### src/pkg/rwrb_pkg.sv
// package: register indices, slot layout, reset values and field positions of the runtime block
package rwrb_pkg;
	// register indices; byte address is four times the index
	localparam logic [7:0] RWRB_IDX_WAKE_STS = 8'h00;
	localparam logic [7:0] RWRB_IDX_WAKE_EN = 8'h02;
	localparam logic [7:0] RWRB_IDX_DEV_DIS = 8'h21;
	localparam logic [7:0] RWRB_IDX_GPIO43 = 8'h3E;
	localparam logic [7:0] RWRB_IDX_GPIO3 = 8'h4D;
	localparam logic [7:0] RWRB_IDX_GPIO6 = 8'h50;
	localparam logic [7:0] RWRB_IDX_WDT_TMO = 8'h52;
	localparam logic [7:0] RWRB_IDX_WDT_COUNT = 8'h53;
	localparam logic [7:0] RWRB_IDX_WDT_SETUP = 8'h54;
	localparam logic [7:0] RWRB_IDX_WDT_CONTROL = 8'h55;
	localparam logic [7:0] RWRB_IDX_FAN = 8'h56;
	localparam logic [7:0] RWRB_IDX_FAN_CTRL = 8'h58;
	localparam logic [7:0] RWRB_IDX_FAN_TACH = 8'h59;
	localparam logic [7:0] RWRB_IDX_FAN_PRE = 8'h5B;
	localparam logic [7:0] RWRB_IDX_IND1 = 8'h5D;
	localparam logic [7:0] RWRB_IDX_IND2 = 8'h5E;
	localparam logic [7:0] RWRB_IDX_KEY = 8'h5F;
	localparam logic [7:0] RWRB_IDX_PM1 = 8'h60;
	localparam logic [7:0] RWRB_IDX_PM2 = 8'h61;
	localparam logic [7:0] RWRB_IDX_SMGT_STS7 = 8'h64;
	localparam logic [7:0] RWRB_IDX_SMGT_EN7 = 8'h66;
	localparam logic [7:0] RWRB_IDX_WAKE_STS7 = 8'h68;
	localparam logic [7:0] RWRB_IDX_WAKE_EN7 = 8'h6C;
	localparam logic [7:0] RWRB_IDX_PORT_ACT = 8'h80;
	localparam logic [7:0] RWRB_IDX_IRQ_STS = 8'h81;
	localparam logic [7:0] RWRB_IDX_IRQ_MASK = 8'h82;
	localparam logic [7:0] RWRB_IDX_MAX = 8'h82;
	localparam logic [7:0] RWRB_IDX_RSVD = 8'h51;
	// storage slots of the read/write registers, including write-one-to-clear RWRB_S_WAKE_STS7 and lockable RWRB_S_DEV_DIS
	localparam int RWRB_NSLOT = 22;
	localparam logic [4:0] RWRB_S_GPIO6 = 5'h00;
	localparam logic [4:0] RWRB_S_WDT_TMO = 5'h01;
	localparam logic [4:0] RWRB_S_WDT_COUNT = 5'h02;
	localparam logic [4:0] RWRB_S_WDT_SETUP = 5'h03;
	localparam logic [4:0] RWRB_S_WDT_CONTROL = 5'h04;
	localparam logic [4:0] RWRB_S_FAN = 5'h05;
	localparam logic [4:0] RWRB_S_FAN_CTRL = 5'h06;
	localparam logic [4:0] RWRB_S_FAN_PRE = 5'h07;
	localparam logic [4:0] RWRB_S_IND1 = 5'h08;
	localparam logic [4:0] RWRB_S_IND2 = 5'h09;
	localparam logic [4:0] RWRB_S_KEY = 5'h0A;
	localparam logic [4:0] RWRB_S_PM1 = 5'h0B;
	localparam logic [4:0] RWRB_S_PM2 = 5'h0C;
	localparam logic [4:0] RWRB_S_SMGT_STS7 = 5'h0D;
	localparam logic [4:0] RWRB_S_SMGT_EN7 = 5'h0E;
	localparam logic [4:0] RWRB_S_WAKE_STS7 = 5'h0F;
	localparam logic [4:0] RWRB_S_WAKE_EN7 = 5'h10;
	localparam logic [4:0] RWRB_S_DEV_DIS = 5'h11;
	localparam logic [4:0] RWRB_S_GPIO43 = 5'h12;
	localparam logic [4:0] RWRB_S_GPIO3 = 5'h13;
	localparam logic [4:0] RWRB_S_PORT_ACT = 5'h14;
	localparam logic [4:0] RWRB_S_IRQ_MASK = 5'h15;
	localparam logic [4:0] RWRB_S_NONE = 5'h1F;
	// reset values on standby power-on reset
	localparam logic [7:0] RWRB_RST_ZERO = 8'h00;
	localparam logic [7:0] RWRB_RST_FAN_CTRL = 8'h10;
	localparam logic [7:0] RWRB_RST_GPIO43 = 8'h01;
	// field positions
	localparam int RWRB_B_WAKE = 0;
	localparam int RWRB_B_WDT_KEEP = 0;
	localparam int RWRB_B_FAN_OUT = 3;
	localparam int RWRB_B_G43_LO = 2;
	localparam int RWRB_B_G43_HI = 3;
	localparam logic [1:0] RWRB_G43_LOCK = 2'b01;
	localparam int RWRB_B_PORT_ACT = 0;
	localparam int RWRB_NIRQ = 2;
	localparam int RWRB_IRQ_WAKE = 0;
	localparam int RWRB_IRQ_EDGE = 1;
	// bus responses
	localparam logic [1:0] RWRB_RESP_OKAY = 2'b00;
	localparam logic [1:0] RWRB_RESP_SLVERR = 2'b10;

	function automatic logic [4:0] rwrb_slot_of(input logic [7:0] idx);
		case (idx)
			RWRB_IDX_GPIO6: rwrb_slot_of = RWRB_S_GPIO6;
			RWRB_IDX_WDT_TMO: rwrb_slot_of = RWRB_S_WDT_TMO;
			RWRB_IDX_WDT_COUNT: rwrb_slot_of = RWRB_S_WDT_COUNT;
			RWRB_IDX_WDT_SETUP: rwrb_slot_of = RWRB_S_WDT_SETUP;
			RWRB_IDX_WDT_CONTROL: rwrb_slot_of = RWRB_S_WDT_CONTROL;
			RWRB_IDX_FAN: rwrb_slot_of = RWRB_S_FAN;
			RWRB_IDX_FAN_CTRL: rwrb_slot_of = RWRB_S_FAN_CTRL;
			RWRB_IDX_FAN_PRE: rwrb_slot_of = RWRB_S_FAN_PRE;
			RWRB_IDX_IND1: rwrb_slot_of = RWRB_S_IND1;
			RWRB_IDX_IND2: rwrb_slot_of = RWRB_S_IND2;
			RWRB_IDX_KEY: rwrb_slot_of = RWRB_S_KEY;
			RWRB_IDX_PM1: rwrb_slot_of = RWRB_S_PM1;
			RWRB_IDX_PM2: rwrb_slot_of = RWRB_S_PM2;
			RWRB_IDX_SMGT_STS7: rwrb_slot_of = RWRB_S_SMGT_STS7;
			RWRB_IDX_SMGT_EN7: rwrb_slot_of = RWRB_S_SMGT_EN7;
			RWRB_IDX_WAKE_STS7: rwrb_slot_of = RWRB_S_WAKE_STS7;
			RWRB_IDX_WAKE_EN7: rwrb_slot_of = RWRB_S_WAKE_EN7;
			RWRB_IDX_DEV_DIS: rwrb_slot_of = RWRB_S_DEV_DIS;
			RWRB_IDX_GPIO43: rwrb_slot_of = RWRB_S_GPIO43;
			RWRB_IDX_GPIO3: rwrb_slot_of = RWRB_S_GPIO3;
			RWRB_IDX_PORT_ACT: rwrb_slot_of = RWRB_S_PORT_ACT;
			RWRB_IDX_IRQ_MASK: rwrb_slot_of = RWRB_S_IRQ_MASK;
			default: rwrb_slot_of = RWRB_S_NONE;
		endcase
	endfunction
endpackage

### src/hdl/rwrb_core.sv
// runtime wake register block: AXI4-Lite slave, wake request pin, reset-domain exceptions
//
// Register access over AXI4-Lite is this design's own decision.
`timescale 1ns/1ps

module rwrb_core (
	input wire logic clk,
	input wire logic sys_rst,
	input wire logic mainPorIn,
	input wire logic hardRstIn,
	input wire logic wakeEventIn,
	input wire logic [7:0] wakeSourceIn,
	input wire logic [7:0] fanTachCountIn,
	input wire logic gpioPin43,
	input wire logic printerAcknowledgeN,
	input wire logic [31:0] s_axi_awaddr,
	input wire logic s_axi_awvalid,
	output logic s_axi_awready,
	input wire logic [31:0] s_axi_wdata,
	input wire logic [3:0] s_axi_wstrb,
	input wire logic s_axi_wvalid,
	output logic s_axi_wready,
	output logic [1:0] s_axi_bresp,
	output logic s_axi_bvalid,
	input wire logic s_axi_bready,
	input wire logic [31:0] s_axi_araddr,
	input wire logic s_axi_arvalid,
	output logic s_axi_arready,
	output logic [31:0] s_axi_rdata,
	output logic [1:0] s_axi_rresp,
	output logic s_axi_rvalid,
	input wire logic s_axi_rready,
	output logic wakeRequestPinN,
	output logic printerPortIrq,
	output logic fanOutputLevel,
	output logic [7:0] watchdogControl,
	output logic irq
);
	import rwrb_pkg::*;

	typedef struct packed {
		logic awHeld;
		logic [7:0] awIdx;
		logic awBad;
		logic wHeld;
		logic [7:0] wData;
		logic wLane;
		logic bValid;
		logic [1:0] bResp;
		logic rValid;
		logic [7:0] rData;
		logic [1:0] rResp;
		logic [RWRB_NSLOT-1:0][7:0] slot;
		logic wakeFlag;
		logic wakeGate;
		logic [RWRB_NIRQ-1:0] irqSts;
		logic pinSync1;
		logic pinSync2;
		logic pinLast;
		logic [2:0] pinWarm;
		logic ackSync1;
		logic ackSync2;
	} rwrb_state_t;

	localparam logic [RWRB_NSLOT-1:0][7:0] SLOT_RESET = {
		RWRB_RST_ZERO, RWRB_RST_ZERO, RWRB_RST_ZERO, RWRB_RST_GPIO43,
		RWRB_RST_ZERO, RWRB_RST_ZERO, RWRB_RST_ZERO, RWRB_RST_ZERO,
		RWRB_RST_ZERO, RWRB_RST_ZERO, RWRB_RST_ZERO, RWRB_RST_ZERO,
		RWRB_RST_ZERO, RWRB_RST_ZERO, RWRB_RST_ZERO, RWRB_RST_FAN_CTRL,
		RWRB_RST_ZERO, RWRB_RST_ZERO, RWRB_RST_ZERO, RWRB_RST_ZERO,
		RWRB_RST_ZERO, RWRB_RST_ZERO};
	localparam rwrb_state_t STATE_RESET = '{slot: SLOT_RESET, default: '0};

	rwrb_state_t s_ff;
	rwrb_state_t nxt_s;
	logic wrFire;
	logic wrOne;
	logic rdFire;
	logic pinEdge;
	logic wakeSet;
	logic devLocked;
	logic [7:0] rdIdx;
	logic [7:0] rdValue;
	logic [4:0] wrSlot;
	logic [4:0] rdSlot;

	////////////////////////////////////////////////////////////////////////////////
	// bus handshakes and decode

	assign s_axi_awready = !s_ff.awHeld && !s_ff.bValid;
	assign s_axi_wready = !s_ff.wHeld && !s_ff.bValid;
	assign s_axi_arready = !s_ff.rValid;
	assign s_axi_bvalid = s_ff.bValid;
	assign s_axi_bresp = s_ff.bResp;
	assign s_axi_rvalid = s_ff.rValid;
	assign s_axi_rresp = s_ff.rResp;
	assign s_axi_rdata = {24'h000000, s_ff.rData};
	assign wrFire = s_ff.awHeld && s_ff.wHeld && !s_ff.bValid;
	assign wrOne = wrFire && !s_ff.awBad && s_ff.wLane;
	assign rdFire = s_axi_arvalid && !s_ff.rValid;
	assign rdIdx = s_axi_araddr[9:2];
	assign wrSlot = rwrb_slot_of(s_ff.awIdx);
	assign rdSlot = rwrb_slot_of(rdIdx);
	// either edge of the synchronised pin, polarity bit not involved
	assign pinEdge = (s_ff.pinSync2 ^ s_ff.pinLast) && s_ff.pinWarm[2];
	assign wakeSet = wakeEventIn || |(s_ff.slot[RWRB_S_WAKE_STS7] & s_ff.slot[RWRB_S_WAKE_EN7]);
	assign devLocked = (s_ff.slot[RWRB_S_GPIO43][RWRB_B_G43_HI:RWRB_B_G43_LO] == RWRB_G43_LOCK)
		&& s_ff.pinSync2;

	////////////////////////////////////////////////////////////////////////////////
	// outputs

	assign wakeRequestPinN = !(s_ff.wakeFlag && s_ff.wakeGate);
	assign printerPortIrq = s_ff.slot[RWRB_S_PORT_ACT][RWRB_B_PORT_ACT] ? s_ff.ackSync2 : 1'b1;
	assign fanOutputLevel = s_ff.slot[RWRB_S_GPIO3][RWRB_B_FAN_OUT];
	assign watchdogControl = s_ff.slot[RWRB_S_WDT_CONTROL];
	assign irq = |(s_ff.irqSts & s_ff.slot[RWRB_S_IRQ_MASK][RWRB_NIRQ-1:0]);

	////////////////////////////////////////////////////////////////////////////////
	// read mux; unlisted locations read zero

	always_comb begin
		rdValue = 8'h00;
		if (rdIdx == RWRB_IDX_WAKE_STS) begin
			rdValue[RWRB_B_WAKE] = s_ff.wakeFlag;
		end else if (rdIdx == RWRB_IDX_WAKE_EN) begin
			rdValue[RWRB_B_WAKE] = s_ff.wakeGate;
		end else if (rdIdx == RWRB_IDX_FAN_TACH) begin
			rdValue = fanTachCountIn;
		end else if (rdIdx == RWRB_IDX_IRQ_STS) begin
			rdValue[RWRB_NIRQ-1:0] = s_ff.irqSts;
		end else if (rdIdx == RWRB_IDX_PORT_ACT) begin
			rdValue[RWRB_B_PORT_ACT] = s_ff.slot[RWRB_S_PORT_ACT][RWRB_B_PORT_ACT];
		end else if (rdIdx == RWRB_IDX_IRQ_MASK) begin
			rdValue[RWRB_NIRQ-1:0] = s_ff.slot[RWRB_S_IRQ_MASK][RWRB_NIRQ-1:0];
		end else if (rdSlot != RWRB_S_NONE) begin
			rdValue = s_ff.slot[rdSlot];
		end
	end

	////////////////////////////////////////////////////////////////////////////////
	// next state

	always_comb begin
		nxt_s = s_ff;
		nxt_s.pinSync1 = gpioPin43;
		nxt_s.pinSync2 = s_ff.pinSync1;
		nxt_s.pinLast = s_ff.pinSync2;
		nxt_s.pinWarm = {s_ff.pinWarm[1:0], 1'b1};
		nxt_s.ackSync1 = printerAcknowledgeN;
		nxt_s.ackSync2 = s_ff.ackSync1;
		if (s_axi_awvalid && s_axi_awready) begin
			nxt_s.awHeld = 1'b1;
			nxt_s.awIdx = s_axi_awaddr[9:2];
			nxt_s.awBad = (s_axi_awaddr[31:10] != 22'h000000) || (s_axi_awaddr[9:2] > RWRB_IDX_MAX);
		end
		if (s_axi_wvalid && s_axi_wready) begin
			nxt_s.wHeld = 1'b1;
			nxt_s.wData = s_axi_wdata[7:0];
			nxt_s.wLane = s_axi_wstrb[0];
		end
		if (s_ff.bValid && s_axi_bready) begin
			nxt_s.bValid = 1'b0;
		end
		if (wrFire) begin
			nxt_s.awHeld = 1'b0;
			nxt_s.wHeld = 1'b0;
			nxt_s.bValid = 1'b1;
			nxt_s.bResp = s_ff.awBad ? RWRB_RESP_SLVERR : RWRB_RESP_OKAY;
		end
		// register writes
		if (wrOne) begin
			if (s_ff.awIdx == RWRB_IDX_WAKE_STS && s_ff.wData[RWRB_B_WAKE]) begin
				nxt_s.wakeFlag = 1'b0;
			end
			if (s_ff.awIdx == RWRB_IDX_WAKE_EN) begin
				nxt_s.wakeGate = s_ff.wData[RWRB_B_WAKE];
			end
			if (s_ff.awIdx == RWRB_IDX_IRQ_STS) begin
				nxt_s.irqSts = s_ff.irqSts & ~s_ff.wData[RWRB_NIRQ-1:0];
			end
			if (s_ff.awIdx == RWRB_IDX_WAKE_STS7) begin
				nxt_s.slot[RWRB_S_WAKE_STS7] = s_ff.slot[RWRB_S_WAKE_STS7] & ~s_ff.wData;
			end else if (s_ff.awIdx == RWRB_IDX_DEV_DIS) begin
				if (!devLocked) begin
					nxt_s.slot[RWRB_S_DEV_DIS] = s_ff.wData;
				end
			end else if (wrSlot != RWRB_S_NONE) begin
				nxt_s.slot[wrSlot] = s_ff.wData;
			end
		end
		// hardware sets win over software clears
		nxt_s.slot[RWRB_S_WAKE_STS7] = nxt_s.slot[RWRB_S_WAKE_STS7] | wakeSourceIn;
		if (wakeSet) begin
			nxt_s.wakeFlag = 1'b1;
			nxt_s.irqSts[RWRB_IRQ_WAKE] = 1'b1;
		end
		if (pinEdge) begin
			nxt_s.irqSts[RWRB_IRQ_EDGE] = 1'b1;
		end
		// main power-on and hard reset; wake flag and gate untouched
		if (mainPorIn || hardRstIn) begin
			nxt_s.slot[RWRB_S_WDT_TMO] = RWRB_RST_ZERO;
			nxt_s.slot[RWRB_S_WDT_COUNT] = RWRB_RST_ZERO;
			nxt_s.slot[RWRB_S_WDT_SETUP] = RWRB_RST_ZERO;
			nxt_s.slot[RWRB_S_GPIO3][RWRB_B_FAN_OUT] = 1'b0;
			nxt_s.slot[RWRB_S_GPIO43][RWRB_B_G43_HI:RWRB_B_G43_LO] = 2'b00;
			if (mainPorIn) begin
				nxt_s.slot[RWRB_S_WDT_CONTROL] = RWRB_RST_ZERO;
			end else begin
				nxt_s.slot[RWRB_S_WDT_CONTROL] =
					{7'h00, s_ff.slot[RWRB_S_WDT_CONTROL][RWRB_B_WDT_KEEP]};
			end
		end
		// read response
		if (s_ff.rValid && s_axi_rready) begin
			nxt_s.rValid = 1'b0;
		end
		if (rdFire) begin
			nxt_s.rValid = 1'b1;
			nxt_s.rData = rdValue;
			nxt_s.rResp = ((s_axi_araddr[31:10] != 22'h000000) || (rdIdx > RWRB_IDX_MAX)) ?
				RWRB_RESP_SLVERR : RWRB_RESP_OKAY;
		end
	end

	// sys_rst is the standby power-on reset
	always_ff @(posedge clk) begin
		if (sys_rst) begin
			s_ff <= STATE_RESET;
		end else begin
			s_ff <= nxt_s;
		end
	end

	////////////////////////////////////////////////////////////////////////////////
	// assertions

	property p_wake_set;
		@(posedge clk) disable iff (sys_rst)
		wakeEventIn |=> s_ff.wakeFlag;
	endproperty
	a_wake_set: assert property (p_wake_set) else $error("wake flag not set by event");

	property p_wake_clear;
		@(posedge clk) disable iff (sys_rst)
		(wrOne && s_ff.awIdx == RWRB_IDX_WAKE_STS && s_ff.wData[RWRB_B_WAKE] && !wakeSet)
		|=> !s_ff.wakeFlag && wakeRequestPinN;
	endproperty
	a_wake_clear: assert property (p_wake_clear) else $error("wake flag not cleared by one");

	property p_wake_zero;
		@(posedge clk) disable iff (sys_rst)
		(wrOne && s_ff.awIdx == RWRB_IDX_WAKE_STS && !s_ff.wData[RWRB_B_WAKE])
		|=> s_ff.wakeFlag == $past(s_ff.wakeFlag) || $past(wakeSet);
	endproperty
	a_wake_zero: assert property (p_wake_zero) else $error("zero write changed wake flag");

	property p_flag_keep;
		@(posedge clk) disable iff (sys_rst)
		((mainPorIn || hardRstIn) && !wrOne && !wakeSet) |=> $stable(s_ff.wakeFlag);
	endproperty
	a_flag_keep: assert property (p_flag_keep) else $error("wake flag lost on reset");

	property p_gate_block;
		@(posedge clk) disable iff (sys_rst)
		!s_ff.wakeGate |-> wakeRequestPinN;
	endproperty
	a_gate_block: assert property (p_gate_block) else $error("wake pin asserted with gate shut");

	property p_gate_keep;
		@(posedge clk) disable iff (sys_rst)
		((mainPorIn || hardRstIn) && !wrOne) |=> $stable(s_ff.wakeGate);
	endproperty
	a_gate_keep: assert property (p_gate_keep) else $error("wake gate lost on reset");

	property p_rsvd_zero;
		@(posedge clk) disable iff (sys_rst)
		(rdFire && s_axi_araddr == {22'h000000, RWRB_IDX_RSVD, 2'b00}) |=> s_axi_rvalid && s_axi_rdata == 32'h00000000;
	endproperty
	a_rsvd_zero: assert property (p_rsvd_zero) else $error("reserved location not zero");

	property p_wdt_keep;
		@(posedge clk) disable iff (sys_rst)
		(hardRstIn && !mainPorIn) |=> watchdogControl[7:1] == 7'h00
			&& watchdogControl[RWRB_B_WDT_KEEP] == $past(watchdogControl[RWRB_B_WDT_KEEP]);
	endproperty
	a_wdt_keep: assert property (p_wdt_keep) else $error("watchdog control wrong after hard reset");

	property p_dev_lock;
		@(posedge clk) disable iff (sys_rst)
		devLocked |=> $stable(s_ff.slot[RWRB_S_DEV_DIS]);
	endproperty
	a_dev_lock: assert property (p_dev_lock) else $error("locked device disable changed");

	property p_fan_clear;
		@(posedge clk) disable iff (sys_rst)
		(mainPorIn || hardRstIn) |=> !fanOutputLevel;
	endproperty
	a_fan_clear: assert property (p_fan_clear) else $error("fan bit not cleared");

	property p_g43_clear;
		@(posedge clk) disable iff (sys_rst)
		(mainPorIn || hardRstIn) |=> s_ff.slot[RWRB_S_GPIO43][RWRB_B_G43_HI:RWRB_B_G43_LO] == 2'b00;
	endproperty
	a_g43_clear: assert property (p_g43_clear) else $error("gpio 43 bits not cleared");

	property p_prt_idle;
		@(posedge clk) disable iff (sys_rst)
		!s_ff.slot[RWRB_S_PORT_ACT][RWRB_B_PORT_ACT] |-> printerPortIrq;
	endproperty
	a_prt_idle: assert property (p_prt_idle) else $error("printer irq not one while idle");

	property p_prt_track;
		@(posedge clk) disable iff (sys_rst)
		(s_ff.slot[RWRB_S_PORT_ACT][RWRB_B_PORT_ACT] && $past(s_ff.slot[RWRB_S_PORT_ACT][RWRB_B_PORT_ACT], 3))
		|-> printerPortIrq == $past(printerAcknowledgeN, 2);
	endproperty
	a_prt_track: assert property (p_prt_track) else $error("printer irq not tracking ack");

	property p_edge_irq;
		@(posedge clk) disable iff (sys_rst)
		($changed(s_ff.pinSync2) && s_ff.pinWarm[2]) |=> s_ff.irqSts[RWRB_IRQ_EDGE];
	endproperty
	a_edge_irq: assert property (p_edge_irq) else $error("gpio edge not flagged");

	property p_pin_eq;
		@(posedge clk) disable iff (sys_rst)
		(s_ff.wakeFlag && s_ff.wakeGate) |-> !wakeRequestPinN;
	endproperty
	a_pin_eq: assert property (p_pin_eq) else $error("wake pin not asserted");

	property p_gate_write;
		@(posedge clk) disable iff (sys_rst)
		(wrOne && s_ff.awIdx == RWRB_IDX_WAKE_EN) |=> s_ff.wakeGate == $past(s_ff.wData[RWRB_B_WAKE]);
	endproperty
	a_gate_write: assert property (p_gate_write) else $error("wake gate not written");

	property p_src_flag;
		@(posedge clk) disable iff (sys_rst)
		(|(s_ff.slot[RWRB_S_WAKE_STS7] & s_ff.slot[RWRB_S_WAKE_EN7])) |=> s_ff.wakeFlag;
	endproperty
	a_src_flag: assert property (p_src_flag) else $error("wake flag not set by source");

	property p_src_sticky;
		@(posedge clk) disable iff (sys_rst)
		(wakeSourceIn != 8'h00)
		|=> (s_ff.slot[RWRB_S_WAKE_STS7] & $past(wakeSourceIn)) == $past(wakeSourceIn);
	endproperty
	a_src_sticky: assert property (p_src_sticky) else $error("wake source not latched");

	property p_rsvd_bits;
		@(posedge clk) disable iff (sys_rst)
		(rdFire && rdIdx == RWRB_IDX_WAKE_EN) |=> s_axi_rdata[31:1] == 31'h00000000;
	endproperty
	a_rsvd_bits: assert property (p_rsvd_bits) else $error("reserved gate bits not zero");

	property p_dev_free;
		@(posedge clk) disable iff (sys_rst)
		(wrOne && s_ff.awIdx == RWRB_IDX_DEV_DIS && !devLocked)
		|=> s_ff.slot[RWRB_S_DEV_DIS] == $past(s_ff.wData);
	endproperty
	a_dev_free: assert property (p_dev_free) else $error("unlocked device disable not written");

	property p_wdt_main;
		@(posedge clk) disable iff (sys_rst)
		mainPorIn |=> watchdogControl == 8'h00;
	endproperty
	a_wdt_main: assert property (p_wdt_main) else $error("watchdog control not cleared");
endmodule

### config.mk
export PLATFORM = sky130hd
export DESIGN_NAME = rwrb_core
export DESIGN_NICKNAME = d
export VERILOG_FILES = /design/src/pkg/rwrb_pkg.sv /design/src/hdl/rwrb_core.sv
export SDC_FILE = /design/constraint.sdc
export NUM_CORES = 1
export LEC_CHECK = 0
export BUFFER_PORTS_ARGS = -buffer_cell sky130_fd_sc_hd__buf_2
export CAP_MARGIN = 20
export CORE_MARGIN = 2
export CORE_UTILIZATION = 30
export CTS_CLUSTER_DIAMETER = 200
export CTS_CLUSTER_SIZE = 12
export DETAILED_ROUTE_END_ITERATION = 6
export RECOVER_POWER = 25
export SYNTH_ARGS = -nofsm -noshare
export SYNTH_HDL_FRONTEND = slang
export SYNTH_SLANG_ARGS = --single-unit
export TNS_END_PERCENT = 5
### constraint.sdc
create_clock -name clk -period 4.9 [get_ports clk]
set_clock_uncertainty 0.2 [all_clocks]
set_input_delay 0.49 -clock clk [delete_from_list [all_inputs] [get_ports clk]]
set_output_delay 0.49 -clock clk [all_outputs]
set_load 0.01 [all_outputs]
==> qor.csv, run 1 <==
metric,value,unit
first-pass detailed-route iteration total,6,
failing checks,"max-capacitance violations, max-slew violations",
CTS tree,built,
Max clock buf depth,3,
Crit Path Class,register to register,
final setup violation count,0,
port bufs,123,
diode count,0,
ys async rst share,0,
post-layout util,0.343,
post-route ant nets,0,
all-layer global routing usage,0.177,
vias in the first global route,9862,
share of cells above drive strength 1,0.150,
H-tree levels,1,
CTS hold repair buffers,5,
Pleak,4.61,nW
Synth cell types,91,
core area,37800,um^2
total clock sinks,218,
RSZ-0062 raised after global routing,false,
cell count of the worst reg-to-reg path,9,
Slew headroom,-0.426,
status,finished with violations,
worst reg-to-reg setup slack,940,ps
Vias,10600,
DR DRC count,0,
initial antenna violation count,0,
Worst-path clk slew,60,ps
vias per std cell,5.36,
critical path cell sequence,"or3b_2, o22ai_1, a32oi_1, o21ai_1, nor3b_2, buf_4, and2_1, mux2i_1, nor2_1",
Tmin final,3960,ps
Top Ports,181,
Final Wtd Congestion,0.884,
period utilization,0.807,
"EDFF count, synth",0,
post-synth top area share,0.378,
"Clk Latency, worst-skew pair",500,ps
CP top delay family,simple AND/OR/NAND/NOR gates,
"Max FO, Critical Path",29,
worst hold path type,input pin to register,
root buf cell,clkbuf_16,
"Primary FF master, synth",dfxtp_1,
Critical Path RT,5010,ps
fin nets,1586,
Die Wd,200,um
fillcell total,3955,
sequential fraction of the synthesis area,0.378,
DR iter-0 viols,1068,
DR WL/cell,18.7,um
Fin Setup TNS,0,ps
critical path arrival,4060,ps
WP buf/inv,1,
Max Fclk,253,MHz
CTS Buf Count,22,
placed insts,1940,
synth-to-layout area growth,12.3,%
Slew Limit Fails,183,
largest net degree at the start of global routing,100,
Tot Pwr,0.00370,W
Resized cells post-CTS,0,
most frequent cell after synthesis,dfxtp_1,
CP Launch Point,s_ff[213],
synthesized flop and latch total,218,
Hold Path End,s_ff[136],
largest area contributor in the netlist,dfxtp_1,
footprint of the multi-input gates,6420,um^2
"slowest stage cell, crit path",dfxtp_1,
storage element area,4360,um^2
post-CTS setup buffers,0,
Syn Inst Count,1402,
Startpoint Class,register,
die span in y,200,um
overall routed net length,36900,um
fin cells,1969,
Worst-Margin Slew,2140,ps
row cnt,71,
DP Wirelength,25700,um
capturing point of the worst reg2reg path,s_ff[157],
worst IR drop on VDD,0.207,mV
Initial Utilization,0.306,
"top cells by count, synth","dfxtp_1, nand2_1, a21oi_1, nor2_1, mux2i_1",
Syn Area/Cell,8.23,um^2
Hold Path Stages,3,
"Cell Area, Synth",11500,um^2
power per cell area,286,nW/um^2
global-route wire length before repair,57100,um
Max-cap violations,2,
Synthesis Warnings,0,
RR Startpoint,s_ff[213],
die area,40100,um^2
final hold viol count,0,
Critical Path Max Stage Delay,740,ps
total gr overflow,0,
min-delay src,wakeSourceIn[4],
Area contributors post-synth,"dfxtp_1, mux2i_1, a21oi_1",
Critical Path Sink Type,register,
==> layout by cell type, fill, tap and decap left out, types with 13 or more instances in the layout <==
cell type    n
buf_2       95
mux2_2      29
buf_4       33
clkbuf_1    27
nand3_1    106
mux2i_1    117
inv_1       18
and2_1      14
conb_1      26
nor2_1     136
nand2_1    159
o21ai_0     40
a211oi_1    15
nand2b_1    18
clkbuf_16   23
nor2b_1     14
a21oi_1    137
nor3_1      13
dfxtp_1    218
==> layer usage <==
layer / GRT usage / part of all wire / vias to the layer above
li1: - / - / 5033
met1: 0.245 / 0.45 / 5043
met2: 0.278 / 0.44 / 420
met3: 0.0371 / 0.083 / 62
met4: 0.0480 / 0.025 / 0
met5: 0 / 0 / -
==> report_power, final <==
part / internal (W) / switching (W)
sequential: 0.00180 / 0.0000438
combinational: 0.000121 / 0.000233
clock: 0.000828 / 0.000682
total: 0.00274 / 0.000959
==> cell families (layout without fill, tap and decap cells) <==
group                    after synthesis  count (layout)  synth area share
XOR/XNOR                               7               7           0.00531
adder cells (fa/ha/maj)                1               1          0.000867
multiplexers                         147             147             0.132
AO/OA/AOI/OAI                        318             318             0.180
other                                  1              26          0.000325
AND/OR/NAND/NOR                      536             536             0.227
buffers and inverters                174             205            0.0771
flip-flops                           218             218             0.378
==> tightest hold or removal path: stages <==
cell and delay [ps]:
buf_2 80, a21oi_1 30, nor2_1 70
==> flip-flops by register name (all words and copies together) (netlist names) <==
register / count
s_axi_rdata: 8
s_axi_rvalid: 1
s_axi_bvalid: 1
s_axi_rresp: 1
watchdogControl: 8
fanOutputLevel: 1
nxt_s: 5
s_ff: 192
s_axi_bresp: 1
==> how the worst max path moves through the flow <==
stage,endpoint,slack [ps],depth (start not counted)
global placement,s_axi_rdata[3],890,10
finish,s_ff[157],940,9
CTS,s_ff[161],1030,9
floorplan,s_axi_rdata[1],1750,10
global route,s_ff[161],670,9
detailed placement,s_axi_rdata[3],830,10
==> final cells by class <==
cell class	count	share of cell area
clock buffers	23	0.0444
clock inverters	1	0.000869
inverters	19	0.00550
multi-input cells	1035	0.495
flip-flops and latches	218	0.337
well taps	511	0.0493
repair buffers	162	0.0682
==> through the flow <==
stage	worst slack, ps	hold WS [ps]	cell area [um^2]
2_1_floorplan	1750	214	11600
3_3_place_gp	885	235	12400
3_5_place_dp	826	234	12400
4_1_cts	1030	0.702	13000
5_1_grt	672	8.47	13000
6_report	945	9.26	13000
No activity file was read; power rests on OpenSTA's default activity.
==> run 2: changes to the inputs <==
Clock period 4.9 ns to 3.72 ns, I/O delays scaled along.
==> run 2 against run 1 <==
The run now ends clean. Sequential power up 32%. Wire length is 2.4% higher. Count of clock-buffer cells in the layout decreased by 1. Non-clock buffer count increased by 79. Die area unchanged. Setup slack worse by 910 ps. Critical path depth up 3. Highest routed layer unchanged.
==> qor.csv, run 2 (synthesized netlist as in run 1, its figures left out) <==
metric,value,unit,change
final hold viol count,0,,unchanged
max FFs per register,192,,unchanged
period utilization,0.989,,
"commonest non-fill, non-tap cell in the layout",dfxtp_1,,
share of cells above drive strength 1,0.169,,+0.0196
port bufs,123,,unchanged
die area,40100,um^2,unchanged
fin nets,1665,,+5.0%
Worst-Margin Slew,1450,ps,-694 ps
"Max FO, Critical Path",8,,-72%
Vias,10900,,+3.3%
global-route wire length before repair,58700,um,+2.9%
Max clock buf depth,3,,unchanged
footprint of the multi-input gates,6430,um^2,+0.14%
Final Wtd Congestion,0.872,,-1.4%
CTS tree,built,,
synth-to-layout area growth,19.0,%,
DP Wirelength,26600,um,+3.5%
diode count,0,,unchanged
Startpoint Class,input pin,,
min-delay src,fanTachCountIn[6],,
most frequent cells in the layout,"dfxtp_1, nand2_1, a21oi_1",,
worst hold path type,input pin to register,,
Comb power frac,0.109,,+0.013
core area,37800,um^2,unchanged
die span in y,200,um,unchanged
Die Wd,200,um,unchanged
Hold Path Stages,4,,+1
status,"complete, no violations",,
Initial Utilization,0.306,,unchanged
vias in the first global route,10200,,+3.9%
total clock sinks,218,,unchanged
sw frac,0.264,,+0.00495
Hold Path End,s_axi_rdata[6],,
worst IR drop on VDD,0.276,mV,+33%
internal power,0.00363,W,+32%
worst reg-to-reg setup slack,260,ps,-680 ps
cell count of the worst reg-to-reg path,9,,unchanged
Crit Path Class,input pin to register,,
CTS Buf Count,22,,unchanged
vias per std cell,5.33,,-0.65%
all-layer global routing usage,0.181,,+0.00400
final setup violation count,0,,unchanged
capturing point of the worst reg2reg path,s_ff[111],,
Sw Pwr,0.00130,W,+36%
Slew Limit Fails,0,,-100%
post-CTS setup buffers,0,,unchanged
Pleak,5.00,nW,+8.4%
RSZ-0062 raised after global routing,true,,
Tmin final,3680,ps,
root buf cell,clkbuf_16,,
H-tree levels,1,,unchanged
RR Startpoint,s_ff[216],,
overall routed net length,37800,um,+2.4%
post-layout util,0.364,,+0.0204
first-pass detailed-route iteration total,6,,unchanged
fillcell total,3947,,-0.20%
setup ws final,39.1,ps,-906 ps
post-route ant nets,0,,unchanged
DR DRC count,0,,unchanged
largest net degree at the start of global routing,96,,-4.0%
largest reg by FF count,s_ff,,
Clock power frac,0.400,,-0.008
initial antenna violation count,0,,unchanged
storage element area,4370,um^2,about the same
total gr overflow,0,,unchanged
power per cell area,359,nW/um^2,+26%
Worst-path clk slew,60,ps,about the same
Sequential Power Share,0.491,,-0.005
Critical Path RT,3980,ps,-1030 ps
DR WL/cell,18.5,um,-1.5%
Max-cap violations,0,,-2
Top Ports,181,,unchanged
Max Fclk,272,MHz,
DR iter-0 viols,1096,,+2.6%
row cnt,71,,unchanged
Slew headroom,0.0366,,+0.463
critical path arrival,3940,ps,-120 ps
Critical Path Sink Type,register,,
pre-CTS worst setup slack,49.8,ps,-776 ps
"Clk Latency, worst-skew pair",530,ps,+30 ps
==> run 2: repair_timing <==
action                     CTS  global route
setup endpoints to repair    0             9
resized for setup            0             3
hold endpoints to repair    51             0
hold buffers                44             0
==> run 2: worst max-delay path by stage <==
stage,from,endpoint
2_1_floorplan,s_axi_araddr[7],s_axi_rdata[1]
3_3_place_gp,s_axi_araddr[2],s_axi_rdata[6]
3_5_place_dp,s_axi_araddr[2],s_axi_rdata[5]
4_1_cts,s_axi_araddr[9],s_axi_rdata[5]
5_1_grt,s_axi_araddr[9],s_axi_rdata[2]
6_report,s_axi_araddr[9],s_axi_rdata[5]
==> run 2: critical path, cell delays in order <==
cell and delay (ps):
dlygate4sd3_1 540, buf_2 160, buf_4 170, nor4_1 280, nand4b_1 220, or3b_1 440, or2_2 240, o21ai_1 100
buf_4 210, a221o_1 330, a211oi_1 640, o21a_1 220
==> run 2: metal layers <==
layer | track usage | wire (um)
met5 | 0 | 0
met4 | 0.0434 | 893
met3 | 0.0228 | 2710
met2 | 0.286 | 16800
met1 | 0.261 | 17400
==> run 2: cell type report <==
cell class              instances  share of cell area
repair buffers                241               0.120
well taps                     511              0.0465
flip-flops and latches        218               0.318
multi-input cells            1035               0.468
clock buffers                  22              0.0401
inverters                      19             0.00519
clock inverters                 2             0.00200
==> run 2: power by group through the flow <==
stage | Clock [W] | Sequential [W] | Combinational [W]
finish | 0.00198 | 0.00242 | 0.000536
global route | 0.00211 | 0.00242 | 0.000578
CTS | 0.00202 | 0.00243 | 0.000515
detailed placement | 0 | 0.00248 | 0.000477
global placement | 0 | 0.00248 | 0.000472
floorplan | 0 | 0.00243 | 0.000334
==> run 2: per-stage QoR <==
step	setup TNS [ps]	area, um^2	std cells	hold slack (ps)	power [W]
finish	0	13700	2048	14.7	0.00493
global route	-0.405	13700	2048	18.2	0.00511
CTS	0	13700	2046	7.53	0.00496
detailed placement	0	12700	1978	226	0.00296
global placement	0	12700	1978	232	0.00295
floorplan	0	11600	1427	214	0.00277
